File: src/rtl/smsc_params.svh
`ifndef SMSC_PARAMS_SVH
`define SMSC_PARAMS_SVH

// Register offsets on the documented register port.
`define SMSC_OFF_DATA 8'h0C
`define SMSC_OFF_CTRL 8'h21
`define SMSC_OFF_STAT 8'h23
`define SMSC_OFF_ADDR_MID 8'h25
`define SMSC_OFF_ADDR_LOW 8'h27
`define SMSC_OFF_SEG_END 8'h2B
`define SMSC_OFF_SEG_UP 8'h2D
`define SMSC_OFF_SEG_LO 8'h2F

// Memory control register layout and reset value.
`define SMSC_CTRL_RESET 8'h38
`define SMSC_CTRL_BACKUP 7
`define SMSC_CTRL_MUX_HI 6
`define SMSC_CTRL_MUX_LO 3
`define SMSC_CTRL_CNT_EN 2
`define SMSC_CTRL_RD_EN 1
`define SMSC_CTRL_WR_EN 0

// Status register layout.
`define SMSC_STAT_WRAP 7
`define SMSC_STAT_SIZE 6
`define SMSC_SIZE_512K 1'b1

// Widths.
`define SMSC_ADDR_W 19
`define SMSC_SAMPLE_W 12
`define SMSC_ID_W 4
`define SMSC_PAIR_W 24
`define SMSC_WORD_W 16
`define SMSC_BYTE_W 8
`define SMSC_FIFO_DEPTH 8

// Segment layout: terminal field gives address bits 18..12.
`define SMSC_TERM_LOW 12'hFFF
`define SMSC_BASE_LOW 2'h0
`define SMSC_END_BASE_BIT 0

// Traffic register fields.
`define SMSC_SRC_MEM 2'h3
`define SMSC_MODE_CH1 2'h1
`define SMSC_MODE_CH2 2'h2
`define SMSC_MODE_ALT 2'h3

`endif

File: src/rtl/smsc_pkg.sv
`include "smsc_params.svh"

package smsc_pkg;

  typedef logic [`SMSC_ADDR_W-1:0] smsc_addr_t;
  typedef logic [`SMSC_PAIR_W-1:0] smsc_pair_t;
  typedef logic [`SMSC_WORD_W-1:0] smsc_word_t;
  typedef logic [`SMSC_BYTE_W-1:0] smsc_byte_t;
  typedef logic [`SMSC_SAMPLE_W-1:0] smsc_sample_t;
  typedef logic [`SMSC_ID_W-1:0] smsc_id_t;

endpackage : smsc_pkg

File: src/rtl/smsc_fifo.sv
`timescale 1ns/10ps

module smsc_fifo #(
  parameter int WIDTH = 24,
  parameter int DEPTH = 8
) (
  // Clock and reset.
  input wire logic clk_sys,
  input wire logic sys_rst,
  // Filling side.
  input wire logic in_valid,
  output logic in_ready,
  input wire logic [WIDTH-1:0] in_data,
  // Draining side.
  output logic out_valid,
  input wire logic out_ready,
  output logic [WIDTH-1:0] out_data
);

  localparam int PW = $clog2(DEPTH);
  localparam int CW = $clog2(DEPTH + 1);

  typedef struct packed {
    logic [DEPTH-1:0][WIDTH-1:0] mem;
    logic [PW-1:0] wp;
    logic [PW-1:0] rp;
    logic [CW-1:0] count;
  } smsc_fifo_state_s;

  smsc_fifo_state_s s_q;
  smsc_fifo_state_s s_d;
  logic push;
  logic pop;

  assign in_ready = (s_q.count != CW'(DEPTH));
  assign out_valid = (s_q.count != '0);
  assign out_data = s_q.mem[s_q.rp];
  assign push = in_valid & in_ready;
  assign pop = out_valid & out_ready;

  always_comb begin
    s_d = s_q;
    if (push) begin
      s_d.mem[s_q.wp] = in_data;
      s_d.wp = (s_q.wp == PW'(DEPTH - 1)) ? '0 : PW'(s_q.wp + 1'b1);
    end
    if (pop) begin
      s_d.rp = (s_q.rp == PW'(DEPTH - 1)) ? '0 : PW'(s_q.rp + 1'b1);
    end
    if (push && !pop) begin
      s_d.count = CW'(s_q.count + 1'b1);
    end else if (pop && !push) begin
      s_d.count = CW'(s_q.count - 1'b1);
    end
  end

  always_ff @(posedge clk_sys or posedge sys_rst) begin
    if (sys_rst) begin
      s_q <= '0;
    end else begin
      s_q <= s_d;
    end
  end

endmodule : smsc_fifo

File: src/rtl/smsc_mem_ctrl.sv
`timescale 1ns/10ps
`include "smsc_params.svh"

// Summary of operation
// - Samples stored as 12-bit values, read back left-justified in 16 bits.
// - Low four bits of read word carry the channel identifier, else zero.
// - Data-presentation mode chooses which channel the data port returns.
// - Memory control register resets to 0x38.
// - Control bit 7 switches the memory battery backup.
// - Control bit 2 cleared halts the counter and arms a base reload.
// - Control bit 2 set runs the counter, reloading base after terminal.
// - Bit 1 selects read mode; memory drives fast bus only if sourced.
// - Bit 0 with bit 1 clear and bit 2 set writes converter samples at current address.
// - Read-only address registers report where the next sample goes.
// - Status bit 7 flags a wrap; bits 2..0 give address bits 18..16.
// - Status bit 6 reports memory size, always the 512K value.
// - Terminal field marks the segment's last location before base.
// - Terminal register bit 0 is base address bit 18.
// - Upper base register is bits 17..10, lower base is bits 9..2.
// - Base writes are staged; clearing then setting bit 2 loads them.
// - Mode 00 invalid, 01 channel 1, 10 channel 2, 11 alternating.
// - Four-bit identifier per channel appended on readout, never stored.
module smsc_mem_ctrl (
  // Clock and reset.
  input wire logic clk_sys,
  input wire logic sys_rst,
  // Register port.
  input wire smsc_pkg::smsc_byte_t reg_addr,
  input wire logic reg_wr,
  input wire logic reg_rd,
  input wire smsc_pkg::smsc_word_t reg_wdata,
  output smsc_pkg::smsc_word_t reg_rdata,
  output logic reg_rvalid,
  // Traffic and channel identifier fields from neighbouring registers.
  input wire logic [1:0] traffic_mode,
  input wire logic [1:0] traffic_src,
  input wire smsc_pkg::smsc_id_t chan1_id,
  input wire smsc_pkg::smsc_id_t chan2_id,
  // Converter sample stream, channel 2 in the upper half.
  input wire logic adc_valid,
  output logic adc_ready,
  input wire smsc_pkg::smsc_pair_t adc_data,
  // Sample memory.
  output smsc_pkg::smsc_addr_t sram_addr,
  input wire smsc_pkg::smsc_pair_t sram_dq_i,
  output smsc_pkg::smsc_pair_t sram_dq_o,
  output logic sram_dq_oe_n,
  output logic sram_we_n,
  output logic sram_oe_n,
  // Internal high-speed bus.
  output smsc_pkg::smsc_pair_t hs_data,
  output logic hs_valid,
  // Miscellaneous control outputs.
  output logic backup_en,
  output logic [3:0] timebase_mux
);
  import smsc_pkg::*;

  typedef struct packed {
    smsc_byte_t ctrl;
    smsc_byte_t seg_end;
    smsc_byte_t seg_up;
    smsc_byte_t seg_lo;
    smsc_addr_t cnt;
    logic arm;
    logic wrapped;
    logic alt_ch;
    logic half;
    smsc_pair_t rd_word;
    smsc_addr_t sram_addr;
    smsc_pair_t sram_dq_o;
    logic dq_oe_n;
    logic we_n;
    logic oe_n;
    smsc_pair_t hs_data;
    logic hs_valid;
    smsc_word_t rdata;
    logic rvalid;
  } smsc_state_s;

  smsc_state_s s_q;
  smsc_state_s s_d;

  logic fifo_valid;
  logic fifo_pop;
  smsc_pair_t fifo_data;
  logic wr_mode;
  logic rd_mode;
  logic cnt_run;
  smsc_addr_t term_addr;
  smsc_addr_t base_addr;

  assign wr_mode = s_q.ctrl[`SMSC_CTRL_WR_EN] & ~s_q.ctrl[`SMSC_CTRL_RD_EN];
  assign rd_mode = s_q.ctrl[`SMSC_CTRL_RD_EN];
  assign cnt_run = s_q.ctrl[`SMSC_CTRL_CNT_EN];
  assign term_addr = {s_q.seg_end[7:1], `SMSC_TERM_LOW};
  assign base_addr = {s_q.seg_end[`SMSC_END_BASE_BIT], s_q.seg_up,
                      s_q.seg_lo, `SMSC_BASE_LOW};

  // Samples drain only while writing with the counter running, so a halted
  // counter backs the stream up into the buffer and then to the converter.
  assign fifo_pop = fifo_valid & wr_mode & cnt_run;

  smsc_fifo #(
    .WIDTH(`SMSC_PAIR_W),
    .DEPTH(`SMSC_FIFO_DEPTH)
  ) u_fifo (
    .clk_sys(clk_sys),
    .sys_rst(sys_rst),
    .in_valid(adc_valid),
    .in_ready(adc_ready),
    .in_data(adc_data),
    .out_valid(fifo_valid),
    .out_ready(fifo_pop),
    .out_data(fifo_data)
  );

  always_comb begin
    logic advance;
    logic sel_ch2;
    logic sel_ok;
    smsc_sample_t sample;
    smsc_id_t id;
    advance = 1'b0;
    sel_ch2 = 1'b0;
    sel_ok = 1'b1;
    sample = '0;
    id = '0;
    s_d = s_q;
    s_d.rvalid = 1'b0;
    s_d.we_n = 1'b1;
    s_d.dq_oe_n = 1'b1;
    s_d.sram_addr = s_q.cnt;
    s_d.oe_n = ~rd_mode;
    if (rd_mode) begin
      s_d.rd_word = sram_dq_i;
    end

    // Converter samples go to memory at the current address.
    if (fifo_pop) begin
      s_d.sram_dq_o = fifo_data;
      s_d.dq_oe_n = 1'b0;
      s_d.we_n = 1'b0;
      advance = 1'b1;
    end

    // Channel selection; alternation starts at the last fixed channel.
    case (traffic_mode)
      `SMSC_MODE_CH1: begin
        sel_ch2 = 1'b0;
        s_d.alt_ch = 1'b0;
        s_d.half = 1'b0;
      end
      `SMSC_MODE_CH2: begin
        sel_ch2 = 1'b1;
        s_d.alt_ch = 1'b1;
        s_d.half = 1'b0;
      end
      `SMSC_MODE_ALT: begin
        sel_ch2 = s_q.alt_ch;
      end
      default: begin
        sel_ok = 1'b0;
      end
    endcase
    sample = sel_ch2 ? s_q.rd_word[`SMSC_PAIR_W-1:`SMSC_SAMPLE_W]
                     : s_q.rd_word[`SMSC_SAMPLE_W-1:0];
    id = sel_ch2 ? chan2_id : chan1_id;

    if (reg_rd) begin
      s_d.rvalid = 1'b1;
      case (reg_addr)
        `SMSC_OFF_DATA: begin
          s_d.rdata = sel_ok ? {sample, id} : '0;
          if (sel_ok && rd_mode) begin
            if (traffic_mode == `SMSC_MODE_ALT) begin
              s_d.alt_ch = ~s_q.alt_ch;
              s_d.half = ~s_q.half;
              advance = s_q.half;
            end else begin
              advance = 1'b1;
            end
          end
        end
        `SMSC_OFF_CTRL: s_d.rdata = {8'h00, s_q.ctrl};
        `SMSC_OFF_STAT: begin
          s_d.rdata = {8'h00, s_q.wrapped, `SMSC_SIZE_512K, 3'h0,
                       s_q.cnt[18:16]};
        end
        `SMSC_OFF_ADDR_MID: s_d.rdata = {8'h00, s_q.cnt[15:8]};
        `SMSC_OFF_ADDR_LOW: s_d.rdata = {8'h00, s_q.cnt[7:0]};
        `SMSC_OFF_SEG_END: s_d.rdata = {8'h00, s_q.seg_end};
        `SMSC_OFF_SEG_UP: s_d.rdata = {8'h00, s_q.seg_up};
        `SMSC_OFF_SEG_LO: s_d.rdata = {8'h00, s_q.seg_lo};
        default: s_d.rdata = '0;
      endcase
    end

    // The counter steps only while enabled and wraps at the terminal.
    if (advance && cnt_run) begin
      if (s_q.cnt == term_addr) begin
        s_d.cnt = base_addr;
        s_d.wrapped = 1'b1;
      end else begin
        s_d.cnt = s_q.cnt + 19'h00001;
      end
    end

    if (reg_wr) begin
      case (reg_addr)
        `SMSC_OFF_CTRL: begin
          s_d.ctrl = reg_wdata[7:0];
          if (!reg_wdata[`SMSC_CTRL_CNT_EN]) begin
            s_d.arm = 1'b1;
          end else if (s_q.arm && !cnt_run) begin
            s_d.cnt = base_addr;
            s_d.arm = 1'b0;
            s_d.wrapped = 1'b0;
          end
        end
        `SMSC_OFF_SEG_END: s_d.seg_end = reg_wdata[7:0];
        `SMSC_OFF_SEG_UP: s_d.seg_up = reg_wdata[7:0];
        `SMSC_OFF_SEG_LO: s_d.seg_lo = reg_wdata[7:0];
        default: begin
        end
      endcase
    end

    s_d.hs_valid = rd_mode && (traffic_src == `SMSC_SRC_MEM);
    s_d.hs_data = s_d.hs_valid ? s_q.rd_word : '0;
  end

  always_ff @(posedge clk_sys or posedge sys_rst) begin
    if (sys_rst) begin
      s_q <= '0;
      s_q.ctrl <= `SMSC_CTRL_RESET;
      s_q.arm <= 1'b1;
      s_q.dq_oe_n <= 1'b1;
      s_q.we_n <= 1'b1;
      s_q.oe_n <= 1'b1;
    end else begin
      s_q <= s_d;
    end
  end

  assign reg_rdata = s_q.rdata;
  assign reg_rvalid = s_q.rvalid;
  assign sram_addr = s_q.sram_addr;
  assign sram_dq_o = s_q.sram_dq_o;
  assign sram_dq_oe_n = s_q.dq_oe_n;
  assign sram_we_n = s_q.we_n;
  assign sram_oe_n = s_q.oe_n;
  assign hs_data = s_q.hs_data;
  assign hs_valid = s_q.hs_valid;
  assign backup_en = s_q.ctrl[`SMSC_CTRL_BACKUP];
  assign timebase_mux = s_q.ctrl[`SMSC_CTRL_MUX_HI:`SMSC_CTRL_MUX_LO];

endmodule : smsc_mem_ctrl

File: config.mk
export PLATFORM = sky130hd
export DESIGN_NAME = smsc_mem_ctrl
export DESIGN_NICKNAME = d
export VERILOG_FILES = /design/src/rtl/smsc_pkg.sv /design/src/rtl/smsc_fifo.sv /design/src/rtl/smsc_mem_ctrl.sv
export VERILOG_INCLUDE_DIRS = /design/src /design/src/rtl
export SDC_FILE = /design/constraint.sdc
export NUM_CORES = 1
export LEC_CHECK = 0
export BUFFER_PORTS_ARGS = -buffer_cell sky130_fd_sc_hd__clkbuf_2
export CORE_MARGIN = 1
export CORE_UTILIZATION = 50
export DETAILED_ROUTE_END_ITERATION = 16
export PLACE_DENSITY = 0.7
export SKIP_LAST_GASP = 1
export SLEW_MARGIN = 20
export SYNTH_ARGS = -nofsm -noshare
export SYNTH_HDL_FRONTEND = slang
export SYNTH_HIERARCHICAL = 1
export SYNTH_SLANG_ARGS = --single-unit
export TNS_END_PERCENT = 30
File: constraint.sdc
create_clock -name clk_sys -period 6.85 [get_ports clk_sys]
set_input_delay 0 -clock clk_sys [delete_from_list [all_inputs] [get_ports clk_sys]]
set_output_delay 0 -clock clk_sys [all_outputs]
set_load 0.01 [all_outputs]
==> results of run 1 <==
-- registers in the layout, summed over array words and instances (netlist names) --
name / cells
backup_en: 1
base_addr: 17
cnt_run: 1
hs_data: 24
hs_valid: 1
rd_mode: 1
reg_rdata: 16
reg_rvalid: 1
s_d: 19
s_q: 36
sram_addr: 19
sram_dq_o: 24
sram_dq_oe_n: 1
sram_oe_n: 1
timebase_mux: 4
u_fifo/s_q: 202
-- metrics by stage --
step	power (W)	util, %	hold slack [ns]
3_3_place_gp	0.00458	53.0	0.235
3_5_place_dp	0.00468	53.0	0.237
6_report	0.00672	58.7	0.0338
2_1_floorplan	0.00433	-	0.0314
5_1_grt	0.00708	58.7	0.0422
4_1_cts	0.00679	58.7	0.0106
-- synth_stat cells (8+ instances only) --
| library cell | count |
|---|---|
| a21oi_1 | 13 |
| a221oi_1 | 9 |
| and2_1 | 27 |
| buf_2 | 14 |
| buf_4 | 89 |
| buf_6 | 15 |
| clkbuf_1 | 26 |
| dfrtp_1 | 362 |
| ha_1 | 11 |
| inv_1 | 38 |
| mux2_1 | 13 |
| mux2_2 | 271 |
| mux2i_1 | 21 |
| mux4_2 | 49 |
| nand2_1 | 120 |
| nand3_1 | 13 |
| nand4_1 | 13 |
| nor2_1 | 12 |
| nor3_1 | 16 |
| o211ai_1 | 8 |
| o21ai_0 | 19 |
| o22ai_1 | 20 |
| xnor2_1 | 11 |
| xor2_1 | 10 |
-- final cells by class --
type | count | area (µm²)
clock buffer | 61 | 1150
clock inverter | 9 | 91.3
fill | 2765 | 14000
inverter | 40 | 165
multi-input combinational | 741 | 7000
sequential | 368 | 9220
tap | 448 | 561
timing repair buffer | 259 | 1690
-- logic make-up (layout without fill, tap and decap cells) --
family / after synthesis / count (layout)
AO/OA/AOI/OAI: 99 / 99
AND/OR/NAND/NOR: 255 / 255
flip-flops: 368 / 368
multiplexers: 354 / 354
adder cells (fa/ha/maj): 12 / 12
buffers and inverters: 193 / 369
XOR/XNOR: 21 / 21
-- power by group --
| part | total (W) | switching (W) | internal (W) |
|---|---|---|---|
| sequential | 0.00316 | 0.000350 | 0.00281 |
| combinational | 0.00152 | 0.000563 | 0.000958 |
| clock | 0.00204 | 0.000847 | 0.00120 |
-- worst register-to-register path: stages, from the launching register on --
cell and delay [ns]:
dfrtp_1 0.47, or4_2 0.68, nand4b_1 0.17, buf_4 0.38
inv_2 0.37, nand2_1 0.28, ha_1 0.28, inv_1 0.13
ha_1 0.36, or4_1 0.53, o211ai_1 0.13, o211ai_1 0.11
-- per-layer routing --
layer | part of all wire [%] | up-vias | routed length (µm) | global-route usage (%)
met3 | 5.4 | 72 | 2070 | 3.84
met4 | 2.2 | 0 | 842 | 6.14
met2 | 48 | 337 | 18600 | 37.1
met5 | 0 | - | 0 | 0
met1 | 45 | 5485 | 17300 | 31.2
li1 | - | 4886 | - | -
-- worst min path at each step --
stage	to	slack, ns	startpoint	cells past startpoint
2_1_floorplan	reg_rvalid$_DFF_PP0_	0.03	reg_rd	0
3_3_place_gp	s_q[93]$_DFFE_PP0P_	0.23	sram_dq_i[5]	2
3_5_place_dp	sram_dq_o[8]$_DFFE_PP0N_	0.24	sys_rst	2
4_1_cts	reg_rdata[4]$_DFFE_PP0P_	0.01	reg_addr[0]	4
5_1_grt	reg_rdata[4]$_DFFE_PP0P_	0.04	reg_addr[0]	4
6_report	s_q[112]$_DFF_PP0_	0.03	traffic_mode[1]	5
-- timing repair --
item / CTS / global route
hold buffers: 69 / 0
gates resized for setup: 0 / 0
hold endpoints to repair: 442 / 0
setup endpoints to repair: 0 / 0
==> run_results.csv, run 1 <==
group,metric,value,unit
critical_path,crit_required,7.26,ns
logic_synthesis,synth-seq-cells,368,
critical_path,start_kind,"register",
critical_path,endpoint,"u_fifo/s_q[3]$_DFFE_PP0P_",
critical_path,crit_slowest_cell,"or4_2",
placed_design,io_buffers,174,
logic_synthesis,netlist_area,17400,µm²
sta,hold_viol,0,
sta,setup_violations,0,
critical_path,cp.depth,11,
clocking,cts_num_sinks,368,
hold_path,min_path_type,"in -> reg",
final_layout,fin_cells,1926,
critical_path,worstPathArrival,4.42,ns
logic_synthesis,synth_top_cell_area_share,52.1,%
route,drtIter0Drc,856,
final_layout,syn_to_final_growth,14.4,%
critical_path,cpLargestDelayFamily,"simple AND/OR/NAND/NOR gates",
logic_synthesis,synth_edf_count,0,
logic_synthesis,synth_top_family_by_area,"multiplexers",
route,postRouteAntennaNets,0,
global_routing,grt_pass1_vias,11333,
logic_synthesis,synth.area.top_cells,"dfrtp_1 52%, mux2_2 18%, mux4_2 6.4%",
critical_path,slowest_delay,0.68,ns
logic_synthesis,ys_seq_area_share,53.0,%
final_layout,layout_commonest_cell,"dfrtp_1",
logic_synthesis,syn_avg_cell_area,13.3,µm²
logic_synthesis,yosys.area.top_type,"dfrtp_1",
sta,fin_skew,0.0132,ns
floorplan,io_pins,183,
floorplan,die_x,188,µm
sta,slew_violations,0,
clocking,cts_buffers,39,
placed_design,place_area,17900,µm²
final_layout,nets,1550,
logic_synthesis,netlist_instances,1302,
final_layout,design_area,19900,µm²
global_routing,antenna_found_initial,0,
sta,layout_min_cycle_time,4.01,ns
global_routing,grt_pass1_wl,62.9,mm
logic_synthesis,yosys_warnings,6,
job,maxCapViolCount,0,
clocking,clock-root-buffer,"clkbuf_16",
route,dr.pass1.iters,5,
sta,timing_worst_slew_pin_value,1.10,ns
placed_design,place_inst,1787,
floorplan,num_rows,67,
logic_synthesis,synth_xor_area_share,1.06,%
clocking,clock_latency,0.54,ns
clocking,path_clk_slew,0.06,ns
critical_path,startpoint,"u_fifo/s_q[0]$_DFFE_PP0P_",
logic_synthesis,ys_async_sr_fraction,100,%
global_routing,grt_max_degree,117,
logic_synthesis,synth_nets,1403,
critical_path,path_buf_inv,3,
floorplan,die_h,188,µm
sta,fin_crit_sh,58.6,%
final_layout,diodes,0,
sta,grt_setup_unrepaired,"false",
sta,finalWorstSetupSlack,2.84,ns
critical_path,cp-end-kind,"register",
clocking,htree_levels,2,
clocking,clk_path_buf_depth,3,
logic_synthesis,ys_types,74,
power_and_ir_drop,p_leak,8.94,nW
placed_design,place_ws,2.85,ns
critical_path,cp_max_fo,26,
route,detail_route.wl_per_cell,20.1,µm
logic_synthesis,synth_top_flop_cell,"dfrtp_1",
route,routed_wl,38.8,mm
critical_path,r2r-end,"u_fifo/s_q[3]$_DFFE_PP0P_",
logic_synthesis,synth_compound_area_share,3.98,%
floorplan,dieArea,35500,µm²
critical_path,reg2reg_depth,11,
final_layout,layout-drive-gt1-share,40.7,%
critical_path,rrSetupSlack,2.84,ns
sta,clock.fmax,249,MHz
floorplan,core_area,33900,µm²
logic_synthesis,synthSimpleGateAreaFrac,8.17,%
critical_path,r2r_start,"u_fifo/s_q[0]$_DFFE_PP0P_",
global_routing,overflow,0,
route,vias_per_cell,5.60,
critical_path,crit_chain,"or4_2 > nand4b_1 > buf_4 > inv_2 > nand2_1 > ha_1 > inv_1 > ha_1 > or4_1 > o211ai_1 > o211ai_1",
sta,maxSlewHeadroom,26.7,%
power_and_ir_drop,power_density,338,nW/µm²
power_and_ir_drop,peakVddDrop,279,µV
route,drc_errors,0,
route,vias,10780,
final_layout,final_cell_mix,"359 x dfrtp_1, 271 x mux2_2, 174 x clkbuf_2, 120 x nand2_1, 69 x dlygate4sd3_1",
global_routing,track_usage,22.6,%
logic_synthesis,muxShareOfSynthArea,26.0,%
clocking,cts_setup_buffers,0,
placed_design,gp_congestion,0.892,
logic_synthesis,synthAdderAreaFrac,0.907,%
clocking,cts_tree,"yes",
placed_design,post-dp-hpwl,24.5,mm
critical_path,critPathKind,"reg -> reg",
status,outcome,"finished clean",
floorplan,initial_utilization,51.3,%
sta,setup_total_negative_slack,0,ns
Power figures use the tool's default switching activity.
==> run 2, diff against run 1 <==
--- a/config.mk
+++ b/config.mk
@@ -10,7 +10,7 @@
 export CORE_MARGIN = 1
 export CORE_UTILIZATION = 50
 export DETAILED_ROUTE_END_ITERATION = 16
-export PLACE_DENSITY = 0.7
+export PLACE_DENSITY = 0.72
 export SKIP_LAST_GASP = 1
 export SLEW_MARGIN = 20
 export SYNTH_ARGS = -nofsm -noshare
==> constraint.sdc (replaced) <==
create_clock -name clk_sys -period 3.65 [get_ports clk_sys]
set_input_delay 0 -clock clk_sys [delete_from_list [all_inputs] [get_ports clk_sys]]
set_output_delay 0 -clock clk_sys [all_outputs]
set_load 0.01 [all_outputs]
==> run 2 against run 1 <==
Net effect: register-to-register slack worse by 2.4 ns; global-route usage down 0.059 points; non-clock buffer count up 11; clock power up 98%; critical path depth down 1; combinational power up 89%; design area up 1.2%; critical path type unchanged; critical endpoint unchanged; largest power group unchanged.
==> run_results.csv, run 2 (synthesized netlist as in run 1, its figures left out) <==
group,metric,value,unit
floorplan,dieArea,35500,µm²
route,vias,10938,
floorplan,die_x,188,µm
sta,setup_violations,0,
global_routing,grt_pass1_wl,63.0,mm
route,drc_errors,0,
sta,clock.fmax,314,MHz
global_routing,track_usage,22.5,%
route,drtIter0Drc,652,
clocking,cts_num_sinks,368,
critical_path,start_kind,"register",
status,outcome,"finished clean",
final_layout,ff_latch_area,9220,µm²
global_routing,overflow,0,
sta,grt_setup_unrepaired,"false",
final_layout,multi_input_area,7000,µm²
floorplan,io_pins,183,
route,routed_wl,39.0,mm
sta,layout_min_cycle_time,3.18,ns
power_and_ir_drop,p_seq_share,46.2,%
critical_path,rrSetupSlack,0.47,ns
sta,hold_slack,0.0192,ns
final_layout,regMostFlops,"u_fifo/s_q",
placed_design,post-dp-hpwl,25.0,mm
floorplan,initial_utilization,51.3,%
floorplan,num_rows,67,
route,detail_route.wl_per_cell,20.1,µm
critical_path,crit_required,4.06,ns
final_layout,final_cell_mix,"359 x dfrtp_1, 271 x mux2_2, 174 x clkbuf_2, 120 x nand2_1, 70 x dlygate4sd3_1",
sta,maxSlewHeadroom,38.0,%
power_and_ir_drop,power.share.clock,31.4,%
final_layout,final_util,59.4,%
clocking,cts_buffers,39,
sta,setup_total_negative_slack,0,ns
power_and_ir_drop,power_density,638,nW/µm²
clocking,path_clk_slew,0.06,ns
power_and_ir_drop,p_sw,0.00332,W
route,dr.pass1.iters,5,
route,vias_per_cell,5.64,
critical_path,cp-end-kind,"register",
clocking,cts_setup_buffers,0,
hold_path,min_path_type,"in -> reg",
placed_design,gp_congestion,0.946,
final_layout,layout-drive-gt1-share,41.5,%
sta,slew_violations,0,
final_layout,syn_to_final_growth,15.7,%
global_routing,antenna_found_initial,1,
power_and_ir_drop,peakVddDrop,422,µV
clocking,htree_levels,2,
sta,fin_skew,0.0182,ns
clocking,clock-root-buffer,"clkbuf_16",
floorplan,core_area,33900,µm²
final_layout,nFillCells,2672,
power_and_ir_drop,combPwrFrac,22.4,%
route,postRouteAntennaNets,0,
power_and_ir_drop,p_int,0.00950,W
final_layout,reg_top3,"u_fifo/s_q (202), s_q (36)",
final_layout,nets,1561,
power_and_ir_drop,netSwitchingFraction,25.9,%
power_and_ir_drop,p_leak,9.04,nW
clocking,clock_latency,0.53,ns
floorplan,die_h,188,µm
job,maxCapViolCount,0,
critical_path,worstPathArrival,3.60,ns
critical_path,cp_max_fo,6,
global_routing,grt_pass1_vias,11184,
sta,hold_viol,0,
global_routing,grt_max_degree,203,
final_layout,diodes,0,
critical_path,critPathKind,"reg -> reg",
final_layout,largest_register_ffs,202,
clocking,cts_tree,"yes",
placed_design,io_buffers,174,
clocking,clk_path_buf_depth,3,
sta,timing_worst_slew_pin_value,0.930,ns
sta,fin_crit_sh,87.2,%
final_layout,layout_commonest_cell,"dfrtp_1",
## run 2: critical path: stages (launching register included)
cell,delay [ns]
dfrtp_1,0.48
or4_2,0.69
nand4b_1,0.25
inv_2,0.06
nand2_1,0.14
ha_1,0.26
inv_1,0.12
ha_1,0.36
or4_1,0.51
o211ai_1,0.10
o211ai_1,0.09
## run 2: final timing paths
check | start | endpoint | cells after the start
worst min register to register | s_d[80]$_DFF_PP0_ | sram_addr[11]$_DFF_PP0_ | 0
worst max register to register | u_fifo/s_q[0]$_DFFE_PP0P_ | u_fifo/s_q[3]$_DFFE_PP0P_ | 10
min in group asynchronous | sys_rst | s_q[102]$_DFFE_PP0P_ | 3
worst min-delay path | chan1_id[0] | reg_rdata[0]$_DFFE_PP0P_ | 5
worst max-delay path | u_fifo/s_q[0]$_DFFE_PP0P_ | u_fifo/s_q[3]$_DFFE_PP0P_ | 10
max in group asynchronous | sys_rst | u_fifo/s_q[117]$_DFFE_PP0P_ | 5
## run 2: repair_timing
| item | in CTS | in global routing |
|---|---|---|
| hold buffers | 70 | 0 |
| hold endpoints to repair | 536 | 0 |
| resized for setup | 0 | 0 |
## run 2: layer usage
metal,vias to the layer above,part of all wire (%),wire (µm),track usage (%)
li1,4915,-,-,-
met1,5610,45,17600,32.3
met2,338,47,18400,35.9
met3,73,5.2,2040,3.56
met4,2,2.4,923,5.96
met5,-,0.033,13,0
## run 2: layout make-up
class | count | area share (%)
Timing Repair Buffer | 270 | 9.20
Clock inverter | 13 | 0.765
Tap cell | 448 | 2.79
Inverter | 40 | 0.803
Multi-Input combinational cell | 741 | 34.8
Sequential cell | 368 | 45.9
Clock buffer | 59 | 5.77
## run 2: power groups by stage
stage                     registers [W]  logic, W  clock network (W)
final                           0.00592   0.00287            0.00403
after global routing            0.00607   0.00312            0.00427
after CTS                       0.00592   0.00290            0.00412
after detailed placement        0.00598   0.00283                  0
after global placement          0.00589   0.00272                  0
after floorplan                 0.00573   0.00239                  0
## run 2: metrics by stage
| stage | power [W] | instances | area (µm²) | worst slack (ns) |
|---|---|---|---|---|
| floorplan | 0.00813 | 1302 | 17400 | -0.830 |
| global placement | 0.00862 | 1796 | 18100 | 0.457 |
| detailed placement | 0.00880 | 1796 | 18100 | 0.482 |
| CTS | 0.0129 | 1938 | 20100 | 0.468 |
| global route | 0.0135 | 1939 | 20100 | 0.293 |
| finish | 0.0128 | 1939 | 20100 | 0.467 |
